==> src/verilog/dbg_ext_pkg.sv <==
// constants and types for the debug direction qualifier and trace extension
// assumes a 32-bit avalon-mm slave with one register per aligned word
package dbg_ext_pkg;
	localparam int AVS_ADDR_W = 6;
	localparam int AVS_DATA_W = 32;
	localparam int REG_W = 8;
	localparam logic [15:0] DEBUG_BASE = 16'h3010;
	// register indices; byte address is four times the index
	localparam logic [3:0] IDX_FH = 4'h6;
	localparam logic [3:0] IDX_FL = 4'h7;
	localparam logic [3:0] IDX_CAX = 4'h8;
	localparam logic [3:0] IDX_CBX = 4'h9;
	localparam logic [3:0] IDX_CCX = 4'hA;
	localparam logic [3:0] IDX_FX = 4'hB;
	localparam logic [3:0] IDX_CTRL = 4'hC;
	localparam logic [3:0] IDX_TRIG = 4'hD;
	localparam int DIR_EN_BIT = 7;
	localparam int DIR_VAL_BIT = 6;
	localparam int FX_PAGED_BIT = 7;
	localparam int FX_MSB_BIT = 0;
	localparam int CTRL_EN_BIT = 7;
	localparam int CTRL_ARM_BIT = 6;
	localparam int CTRL_TAG_BIT = 5;
	localparam int CTRL_BRK_BIT = 4;
	localparam int CTRL_LOOP_BIT = 0;
	localparam int TRIG_BEGIN_BIT = 6;
	localparam int TRIG_FULL_BIT = 0;
	localparam logic [7:0] REG_RESET = 8'h00;
	localparam logic [7:0] CTRL_WMASK = 8'hF1;
	localparam logic [7:0] TRIG_WMASK = 8'h41;
	localparam int CPU_ADDR_W = 16;
	localparam int PAGE_W = 3;
	localparam int PAGE_OFS_W = 14;
	localparam int TRACE_DEPTH = 8;
	localparam int NUM_CMP = 3;
	localparam int CMP_A = 0;
	localparam int CMP_B = 1;
	localparam int CMP_C = 2;
	typedef struct packed {
		logic en;
		logic val;
	} dir_cfg_t;
	typedef struct packed {
		logic paged;
		logic msb;
		logic [15:0] data;
	} trace_entry_t;
	typedef enum logic [0:0] {
		BUS_IDLE = 1'b0,
		BUS_ANSWER = 1'b1
	} bus_state_t;
endpackage

==> src/verilog/dir_qualifier.sv <==
// one comparator's read/write qualification of an address hit
// assumes the address compare result arrives in the bus cycle it belongs to
`timescale 1ns/1ps
module dir_qualifier
	import dbg_ext_pkg::*;
(
	input wire logic sys_clk,
	input wire logic rst_n,
	input wire logic bus_valid,
	input wire logic bus_read,
	input wire logic addr_hit,
	input wire dir_cfg_t cfg,
	output logic match
);
	logic next_match;
	always_comb begin
		next_match = 1'b0;
		if (bus_valid && addr_hit) begin
			// direction counts only while enabled; 1 reads, 0 writes
			next_match = !cfg.en || (bus_read == cfg.val);
		end
	end
	always_ff @(posedge sys_clk) begin
		if (!rst_n) begin
			match <= 1'b0;
		end else begin
			match <= next_match;
		end
	end
endmodule

==> src/verilog/trace_mem.sv <==
// small trace word store with registered read data
// assumes one writer and one reader, both on sys_clk
`timescale 1ns/1ps
module trace_mem #(
	parameter int WIDTH = 18,
	parameter int DEPTH = 8,
	parameter int PTR_W = $clog2(DEPTH)
) (
	input wire logic sys_clk,
	input wire logic wr_en,
	input wire logic [PTR_W-1:0] wr_addr,
	input wire logic [WIDTH-1:0] wr_data,
	input wire logic [PTR_W-1:0] rd_addr,
	output logic [WIDTH-1:0] rd_data
);
	logic [WIDTH-1:0] mem [DEPTH];
	always_ff @(posedge sys_clk) begin
		if (wr_en) begin
			mem[wr_addr] <= wr_data;
		end
		rd_data <= mem[rd_addr];
	end
endmodule

==> src/verilog/dbg_compare_trace.sv <==
// debug comparator direction qualifiers and trace word extension
// assumes address hits and capture requests are synchronous to sys_clk
//
// Register access over Avalon-MM was chosen for this implementation.
`timescale 1ns/1ps
module dbg_compare_trace
	import dbg_ext_pkg::*;
#(
	parameter int DEPTH = TRACE_DEPTH
) (
	input wire logic sys_clk,
	input wire logic rst_n,
	input wire logic end_run_reset,
	input wire logic secure,
	input wire logic [AVS_ADDR_W-1:0] avs_address,
	input wire logic avs_read,
	input wire logic avs_write,
	input wire logic [AVS_DATA_W-1:0] avs_writedata,
	input wire logic [3:0] avs_byteenable,
	output logic [AVS_DATA_W-1:0] avs_readdata,
	output logic avs_waitrequest,
	input wire logic bus_valid,
	input wire logic bus_read,
	input wire logic [NUM_CMP-1:0] addr_hit,
	output logic [NUM_CMP-1:0] match,
	input wire logic capture_valid,
	input wire logic capture_event,
	input wire logic [CPU_ADDR_W-1:0] cpu_addr,
	input wire logic [PAGE_W-1:0] page,
	input wire logic page_sel,
	input wire logic [15:0] event_data,
	output logic debug_module_enable,
	output logic capture_armed
);
	localparam int PTR_W = $clog2(DEPTH);
	localparam int CNT_W = $clog2(DEPTH + 1);
	localparam logic [CNT_W-1:0] CNT_ONE = CNT_W'(1);
	localparam logic [CNT_W-1:0] CNT_FULL = CNT_W'(DEPTH);
	localparam logic [PTR_W-1:0] PTR_ONE = PTR_W'(1);

	bus_state_t state, next_state;
	logic [REG_W-1:0] cax, cbx, ccx, ctrl, trig;
	logic [REG_W-1:0] next_cax, next_cbx, next_ccx, next_ctrl, next_trig;
	logic [PTR_W-1:0] wr_ptr, rd_ptr, next_wr_ptr, next_rd_ptr;
	logic [CNT_W-1:0] count, next_count;
	logic [AVS_DATA_W-1:0] next_readdata;
	logic [3:0] idx;
	logic req, wr_taken, rd_taken, hold, push, pop, full_mode;
	logic [REG_W-1:0] wbyte, fx_byte, fh_byte, fl_byte;
	logic [CPU_ADDR_W:0] cap_addr;
	trace_entry_t cap_entry, cur_entry;
	dir_cfg_t cfg [NUM_CMP];

	assign idx = avs_address[AVS_ADDR_W-1:2];
	assign req = avs_read || avs_write;
	assign avs_waitrequest = req && (state == BUS_IDLE);
	assign wr_taken = avs_write && (state == BUS_ANSWER);
	assign rd_taken = avs_read && (state == BUS_ANSWER);
	assign wbyte = avs_byteenable[0] ? avs_writedata[REG_W-1:0] : REG_RESET;
	assign debug_module_enable = ctrl[CTRL_EN_BIT];
	assign capture_armed = ctrl[CTRL_ARM_BIT];
	assign full_mode = trig[TRIG_FULL_BIT];
	// end-trace reset with enable set and end trigger keeps the registers and trace fifo, except that the arm and break bits of ctrl clear
	assign hold = end_run_reset && ctrl[CTRL_EN_BIT]
		&& !trig[TRIG_BEGIN_BIT];

	// bus handshake: one wait cycle, then the answer
	always_comb begin
		next_state = state;
		unique case (state)
			BUS_IDLE: begin
				if (req) begin
					next_state = BUS_ANSWER;
				end
			end
			BUS_ANSWER: begin
				next_state = BUS_IDLE;
			end
		endcase
	end
	always_ff @(posedge sys_clk) begin
		if (!rst_n) begin
			state <= BUS_IDLE;
		end else begin
			state <= next_state;
		end
	end

	// trace word assembly
	always_comb begin
		if (page_sel) begin
			cap_addr = {page, cpu_addr[PAGE_OFS_W-1:0]};
		end else begin
			cap_addr = {1'b0, cpu_addr};
		end
		cap_entry.paged = page_sel && !capture_event;
		cap_entry.msb = capture_event ? 1'b0 : cap_addr[CPU_ADDR_W];
		cap_entry.data = capture_event ? event_data
			: cap_addr[CPU_ADDR_W-1:0];
	end
	assign push = capture_valid && ctrl[CTRL_EN_BIT] && ctrl[CTRL_ARM_BIT]
		&& (count != CNT_FULL);
	// low byte read moves to the next word
	assign pop = rd_taken && (idx == IDX_FL) && (count != '0);

	trace_mem #(
		.WIDTH($bits(trace_entry_t)),
		.DEPTH(DEPTH),
		.PTR_W(PTR_W)
	) u_mem (
		.sys_clk(sys_clk),
		.wr_en(push),
		.wr_addr(wr_ptr),
		.wr_data(cap_entry),
		.rd_addr(rd_ptr),
		.rd_data(cur_entry)
	);

	// visible word: all three bytes from one entry, zero when empty
	always_comb begin
		fx_byte = REG_RESET;
		fh_byte = REG_RESET;
		fl_byte = REG_RESET;
		if (count != '0) begin
			fx_byte[FX_PAGED_BIT] = cur_entry.paged;
			fx_byte[FX_MSB_BIT] = cur_entry.msb;
			fh_byte = cur_entry.data[15:8];
			fl_byte = cur_entry.data[7:0];
		end
	end

	// fifo pointers
	always_comb begin
		next_wr_ptr = wr_ptr;
		next_rd_ptr = rd_ptr;
		next_count = count;
		if (!rst_n) begin
			if (!hold) begin
				next_wr_ptr = '0;
				next_rd_ptr = '0;
				next_count = '0;
			end
		end else begin
			if (push) begin
				next_wr_ptr = wr_ptr + PTR_ONE;
			end
			if (pop) begin
				next_rd_ptr = rd_ptr + PTR_ONE;
			end
			if (push && !pop) begin
				next_count = count + CNT_ONE;
			end else if (pop && !push) begin
				next_count = count - CNT_ONE;
			end
		end
	end
	always_ff @(posedge sys_clk) begin
		wr_ptr <= next_wr_ptr;
		rd_ptr <= next_rd_ptr;
		count <= next_count;
	end

	// software registers
	always_comb begin
		next_cax = cax;
		next_cbx = cbx;
		next_ccx = ccx;
		next_ctrl = ctrl;
		next_trig = trig;
		if (!rst_n) begin
			if (hold) begin
				next_ctrl[CTRL_ARM_BIT] = 1'b0;
				next_ctrl[CTRL_BRK_BIT] = 1'b0;
			end else begin
				next_cax = REG_RESET;
				next_cbx = REG_RESET;
				next_ccx = REG_RESET;
				next_ctrl = REG_RESET;
				next_trig = REG_RESET;
			end
		end else if (wr_taken) begin
			unique case (idx)
				IDX_CAX: next_cax = {wbyte[7:6], 6'h00};
				IDX_CBX: next_cbx = {wbyte[7:6], 6'h00};
				IDX_CCX: next_ccx = {wbyte[7:6], 6'h00};
				IDX_CTRL: next_ctrl = wbyte & CTRL_WMASK;
				IDX_TRIG: begin
					if (!ctrl[CTRL_ARM_BIT]) begin
						next_trig = wbyte & TRIG_WMASK;
					end
				end
				default: begin
				end
			endcase
		end
		if (secure) begin
			next_ctrl[CTRL_EN_BIT] = 1'b0;
		end
	end
	always_ff @(posedge sys_clk) begin
		cax <= next_cax;
		cbx <= next_cbx;
		ccx <= next_ccx;
		ctrl <= next_ctrl;
		trig <= next_trig;
	end

	// read data latched in the wait cycle
	always_comb begin
		next_readdata = avs_readdata;
		if (!rst_n) begin
			next_readdata = '0;
		end else if (req && (state == BUS_IDLE)) begin
			next_readdata = '0;
			if (avs_read) begin
				unique case (idx)
					IDX_FH: next_readdata[REG_W-1:0] = fh_byte;
					IDX_FL: next_readdata[REG_W-1:0] = fl_byte;
					IDX_CAX: next_readdata[REG_W-1:0] = cax;
					IDX_CBX: next_readdata[REG_W-1:0] = cbx;
					IDX_CCX: next_readdata[REG_W-1:0] = ccx;
					IDX_FX: next_readdata[REG_W-1:0] = fx_byte;
					IDX_CTRL: next_readdata[REG_W-1:0] = ctrl;
					IDX_TRIG: next_readdata[REG_W-1:0] = trig;
					default: next_readdata = '0;
				endcase
			end
		end
	end
	always_ff @(posedge sys_clk) begin
		avs_readdata <= next_readdata;
	end

	// direction settings per comparator; b borrows a in full mode
	always_comb begin
		cfg[CMP_A] = '{en: cax[DIR_EN_BIT], val: cax[DIR_VAL_BIT]};
		cfg[CMP_B] = '{en: cbx[DIR_EN_BIT], val: cbx[DIR_VAL_BIT]};
		cfg[CMP_C] = '{en: ccx[DIR_EN_BIT], val: ccx[DIR_VAL_BIT]};
		if (full_mode) begin
			cfg[CMP_B] = cfg[CMP_A];
		end
	end

	genvar g;
	generate
		for (g = 0; g < NUM_CMP; g++) begin : g_cmp
			dir_qualifier u_q (
				.sys_clk(sys_clk),
				.rst_n(rst_n),
				.bus_valid(bus_valid),
				.bus_read(bus_read),
				.addr_hit(addr_hit[g]),
				.cfg(cfg[g]),
				.match(match[g])
			);
		end
	endgenerate
endmodule

==> config.mk <==
export PLATFORM = sky130hd
export DESIGN_NAME = dbg_compare_trace
export DESIGN_NICKNAME = d
export VERILOG_FILES = /design/src/verilog/dbg_ext_pkg.sv /design/src/verilog/dir_qualifier.sv /design/src/verilog/trace_mem.sv /design/src/verilog/dbg_compare_trace.sv
export SDC_FILE = /design/constraint.sdc
export NUM_CORES = 1
export LEC_CHECK = 0
export BUFFER_PORTS_ARGS = -buffer_cell sky130_fd_sc_hd__buf_2
export CAP_MARGIN = 20
export CORE_UTILIZATION = 49
export DETAILED_ROUTE_END_ITERATION = 7
export PLACE_DENSITY = 0.77
export REMOVE_ABC_BUFFERS = 1
export SYNTH_ARGS = -nofsm -noshare
export SYNTH_HDL_FRONTEND = slang
export SYNTH_HIERARCHICAL = 1
export SYNTH_SLANG_ARGS = --single-unit
==> constraint.sdc <==
create_clock -name sys_clk -period 3.4 [get_ports sys_clk]
set_input_delay 0.17 -clock sys_clk [delete_from_list [all_inputs] [get_ports sys_clk]]
set_output_delay 0.17 -clock sys_clk [all_outputs]
set_load 0.01 [all_outputs]
## Word-level counts from Yosys, hierarchy flattened

Memories as Yosys holds them, arrays and structs flattened. A register that Yosys moved wholly into a read port is not among the register bits.
Index checks and enable logic that the tools add are counted.

| storage, ports and cells | value |
|---|---|
| register bits after elaboration | 86 |
| memory bits (writable) | 144 |
| bits of input ports | 91 |
| output and inout port bits | 38 |
| word-level logic and storage cells | 126 |
| memories | 1 |

| cells by class | value |
|---|---|
| add/sub/neg operators | 4 |
| equal/unequal tests | 23 |
| mux-type cells | 42 |
| bitwise logic cells | 1 |
| reduce and logical (&&, ||, !) cells | 40 |

Memories:

| memory | words | width | rd ports | clocked after Yosys merged registers in | wr ports | RTL line | source |
|---|---|---|---|---|---|---|---|
| u_mem.mem | 8 | 18 | 1 | 1 | 1 | trace_mem.sv:16 | `logic [WIDTH-1:0] mem [DEPTH];` |

Operators by type and width:

| operator | number |
|---|---|
| $mux W8 | 21 |
| $pmux W8 S8 | 1 |
| $eq A4 B4 Y1 const B | 6 |
| $mux W17 | 1 |
| $logic_and A1 B1 Y1 | 16 |
| $mux W16 | 1 |
| $mux W4 | 4 |
| $ne A2 B1 Y1 const B | 8 |
| $mux W3 | 5 |
| $reduce_and A2 Y1 | 7 |
| $reduce_and A3 Y1 | 4 |
| $eq A4 B3 Y1 const B | 2 |
| $logic_not A1 Y1 | 7 |
| $mux W1 | 7 |
| $add A3 B1 Y3 const B | 2 |
| $add A4 B1 Y4 const B | 1 |
| $logic_or A1 B1 Y1 | 4 |
| $ne A2 B2 Y1 const B | 2 |
| $ne A4 B4 Y1 const B | 1 |
| $reduce_and A4 Y1 | 1 |
| $reduce_bool A4 Y1 | 1 |
| $sub A4 B1 Y4 const B | 1 |
| $eq A1 B1 Y1 | 3 |
| $ne A3 B1 Y1 const B | 1 |
| 3 further kinds | 3 |

## Longest topological paths before layout

| logic depth | value |
|---|---|
| depth after elaboration | 8 |
| gate-level depth with buffers | 9 |
| mapped depth without buffers | 9 |

## Hierarchy

Netlist, hierarchy kept.

Modules (own cells, without submodules):

| module | instances | cells an instance | area each (um^2) | seq. area each (um^2) |
|---|---|---|---|---|
| trace_mem | 1 | 239 | 5964.5 | 4684.5 |
| dbg_compare_trace | 1 | 223 | 2267.2 | 840.8 |
| dir_qualifier | 3 | 4 | 38.8 | 20.0 |

## Worst setup path before layout

OpenSTA, ideal clock, no wires.

| timing path | value |
|---|---|
| path kind | register to register |
| from | reg count[0] |
| to | mem u_mem.mem[0][0] (enable) |
| setup time | 0.416 ns |
| data arrival time | 2.183 ns |
| required time | 2.984 ns |
| setup slack | 0.801 ns |
| stages on the path, launching flop included | 6 |
| buffers on the path | 0 |
| period minus slack after synthesis | 2.599 ns |
| cells stage by stage | edfxtp_1 nor3_1 a21o_1 inv_1 nand2b_1 nor3_1 |

| on the way | value |
|---|---|
| longest elaborated chain between the ends | 4 |

Ends and longest elaborated chain:

| element | RTL line | source |
|---|---|---|
| start: declaration | dbg_compare_trace.sv:45 | `logic [CNT_W-1:0] count, next_count;` |
| start signal: assignment | dbg_compare_trace.sv:160 | `count <= next_count;` |
| $ne A4 B4 Y1 | dbg_compare_trace.sv:102 | `&& (count != CNT_FULL);` |
| $logic_and A1 B1 Y1 | dbg_compare_trace.sv:102 |  |
| named net push | dbg_compare_trace.sv:48 | `logic req, wr_taken, rd_taken, hold, push, pop, full_mode;` |
| $mux W1 | trace_mem.sv:18 | `if (wr_en) begin` |
| $mux W1 (implied by the code) | trace_mem.sv:19 | `mem[wr_addr] <= wr_data;` |
| end: declaration | trace_mem.sv:16 |  |

The timed path passes the listed nets, and every way through them passes these cells.

## Worst setup path after layout

| timing path | value |
|---|---|
| from | reg count[0] |
| to | reg count[3], data pin |

| on the way | value |
|---|---|
| longest elaborated chain between the ends | 6 |
| elaborated cells between the ends (all ways) | 11 |
| classes of those cells | add/sub: 2; eq/ne: 1; mux: 3; reduce/logical: 5 |

Ends and longest elaborated chain:

| element | RTL line | source |
|---|---|---|
| parallel branches: the longest is 4 deep, another holds $sub A4 B1 Y4 | - |  |
| $mux W4 (*) | dbg_compare_trace.sv:150 | `if (push && !pop) begin` |
| $mux W4 (*) | dbg_compare_trace.sv:137 | `if (!rst_n) begin` |

Mark *: on every way between the ends. The select of a mux whose other input is x is not followed.
A chain may end at the register's enable or synchronous reset.

==> metrics.txt <==
post-route cell area about 0.0095 mm^2; worst endpoint data arrival time roughly 2800 ps; setup violation total in the final timing report 0; max-capacitance violation count 0; DIE AREA roughly 0.018 mm^2; number of buffers created by CTS 17; CP peak stage delay between 500 and 600 ps; count of antenna-violating nets left after detailed routing 0; first-pass GRT wire length between 20 and 25 mm; total leakage power 0.00343 uW; Clk Tree Root Cell clkbuf_16; total of buffers placed on input and output ports just over 70; pin count of the biggest net entering global routing 39; worst-path cell chain o41a_4 -> nand3_2 -> nand2_1 -> ha_1 -> a21oi_1 -> and3_1 -> o211ai_1 -> nor3b_2; Clock Path Buffers 2; row count 47; combined global-route utilization of all metal layers 19.1%; slowest cell on the critical path o41a_4; Remaining Overflow, GRT 0; worst IR drop on VDD 441 uV; DRT iter0 DRCs 349; TritonCTS clock tree done; Worst Reg-to-Reg Cells 8; hold buffers post-CTS 5; Max Fclk roughly 390 MHz; share of synthesized area occupied by flip-flops and latches approximately 67%; wire length on met1 slightly below 7 mm; CP Capture Type flop; combined area of the multi-input logic cells between 0.002 and 0.003 mm^2; die outline width approximately 130 um; category of the most critical setup path reg -> reg; total negative slack for setup checks 0 ps; Layout Area Growth over Synthesis 13.5%; Unique masters post-synth 60; source-to-sink clock delay at the later pin of the worst-skew pair between 400 and 500 ps; buffers inserted during post-CTS setup optimization 0; number of placed I/O pins ~130; hpwl dp 9.54 mm; Pwr Total around 5000 uW; worst setup margin 808 ps; weighted congestion at the end of routability-driven global placement slightly above 0.8; core box area between 0.015 and 0.02 mm^2; mapped cell area about 0.0083 mm^2; most used flip-flop cell after synthesis edfxtp_1; starting density of the core about 50%; Worst-Margin Slew 1050 ps; cells after synthesis ~470; final core occ 57.1%; type of origin of the critical path flop; number of levels the H-tree was split into 4; minimum setup slack after placement 817 ps; cell area after placement just under 0.009 mm^2; mean instance size in the synthesized netlist about 18 um^2; fin. max-slew vios 0; total power divided by cell area 525 mW/mm^2; Resized Gates After CTS 0; class of the most critical hold timing path in -> reg; outcome finished, final reports clean; post-detailed-routing wire length ~16 mm; Met3 Routed Length 868 um; diodes inserted 0; number of register bits inferred by synthesis about 200; maximum fanout encountered on the critical timing path 6; via count roughly 4400; initial antenna violation count 0; detailed-routed wire length on met2 between 7 and 8 mm; worst-case headroom to the max-slew limit between 30% and 40%; share of layout cells above drive strength 1 28.8%; number of enable-type register cells in the synthesized netlist between 150 and 200; RSZ-0062 raised after global routing no; top routing layer in use met4; routed len/inst approximately 20 um; fraction of the cycle the final worst path needs 76.2%; largest clock skew in the final design 8.92 ps; clk slew on worst S/H paths roughly 70 ps; floorplan die height 133 um; final routed DRC violation total 0; final number of hold-violating endpoints 0; vias in the first global route 4485; filler instances between 1000 and 1500; via/cell ratio ~5.5; count of nets after finishing around 660; count of TritonRoute iterations in the first routing pass 4; Critical Path RT ~3600 ps; async set or reset register ratio after synthesis 0%; number of clock sinks 197; time the final worst path needs with I/O delays and setup approximately 2600 ps; highest-count cells in the layout ignoring fill and taps edfxtp_1, buf_2, mux2_2; number of cells on the worst hold path 3; Yosys warnings 6; sequential cell area in the final layout between 0.005 and 0.006 mm^2; most common cell after layout, fill and taps aside edfxtp_1
worst max-delay path, delay by kind of cell, from the launching register on:
| kind | cells | cell delay (ps) |
|---|---|---|
| AOI/OAI and AO/OA | 3 | 850 |
| and+or+nand+nor | 4 | 650 |
| DFF | 1 | 490 |
| adders and majority gates | 1 | 350 |
synth_stat cells (5+ instances only):
library cell	instances	area share (%)
mux4_1	36	11
buf_4	27	2.4
nand3_1	9	0.54
mux2_2	38	5.1
nand2_1	14	0.63
nand3b_1	5	0.45
mux2i_1	7	0.84
buf_2	5	0.30
nor2_1	16	0.72
edfxtp_1	164	59
inv_1	5	0.22
and3_1	5	0.37
dfxtp_1	33	7.9
a21oi_1	18	1.1
buf_6	5	0.67
nand2b_1	6	0.45
routing by layer:
layer | up-vias | global-route usage (%)
li1 | 2017 | -
met1 | 2179 | 24.6
met2 | 162 | 31.5
met3 | 19 | 4.67
met4 | 0 | 7.28
met5 | - | 0
worst paths after layout:
path | from | end | slack (ps)
max | count[0] | count[3] | 810
min | bus_valid | g_cmp[0].u_q/match | 30
max reg2reg | count[0] | count[3] | 810
min reg2reg | ctrl[4] | ctrl[4] | 480
logic make-up (layout without fill, tap and decap cells):
kind of cell | count (synthesis) | after routing | share of synthesized area, %
DFF | 197 | 197 | 66.9
muxes | 81 | 81 | 17.3
buffers and inverters | 51 | 127 | 4.11
AOI/OAI and AO/OA | 45 | 45 | 3.66
adders and majority gates | 5 | 5 | 0.839
and+or+nand+nor | 88 | 88 | 6.52
xor gates and xnor gates | 6 | 6 | 0.630
other | 1 | 24 | 0.0449
flip-flops by register name (all words and copies together), names as in the netlist:
signal,flops
ccx,2
cbx,2
trig,2
u_mem/mem,144
state,1
ctrl,5
g_cmp.u_q/match,3
u_mem/rd_data,18
cax,2
count,4
avs_readdata,8
rd_ptr,3
wr_ptr,3
per-stage QoR:
step	instances	hold slack, ps
after floorplan	452	288
after CTS	793	3.50
after detailed placement	756	398
final	793	28.0
after global routing	793	12.1
after global placement	756	386
cell type report:
class,instances,area share [%]
well taps,220,2.91
multi-input cells,249,26.6
clock inverters,14,1.52
flip-flops and latches,197,59.0
inverters,6,0.238
clock buffers,18,4.53
repair buffers,89,5.28
power by group:
| part | internal, uW | total [uW] | switching (uW) |
|---|---|---|---|
| registers | 2670 | 2700 | 32.2 |
| logic | 160 | 337 | 177 |
| clock network | 1030 | 1940 | 905 |
| total | 3860 | 4970 | 1110 |
Note: power is estimated with default switching activity, not from simulation.
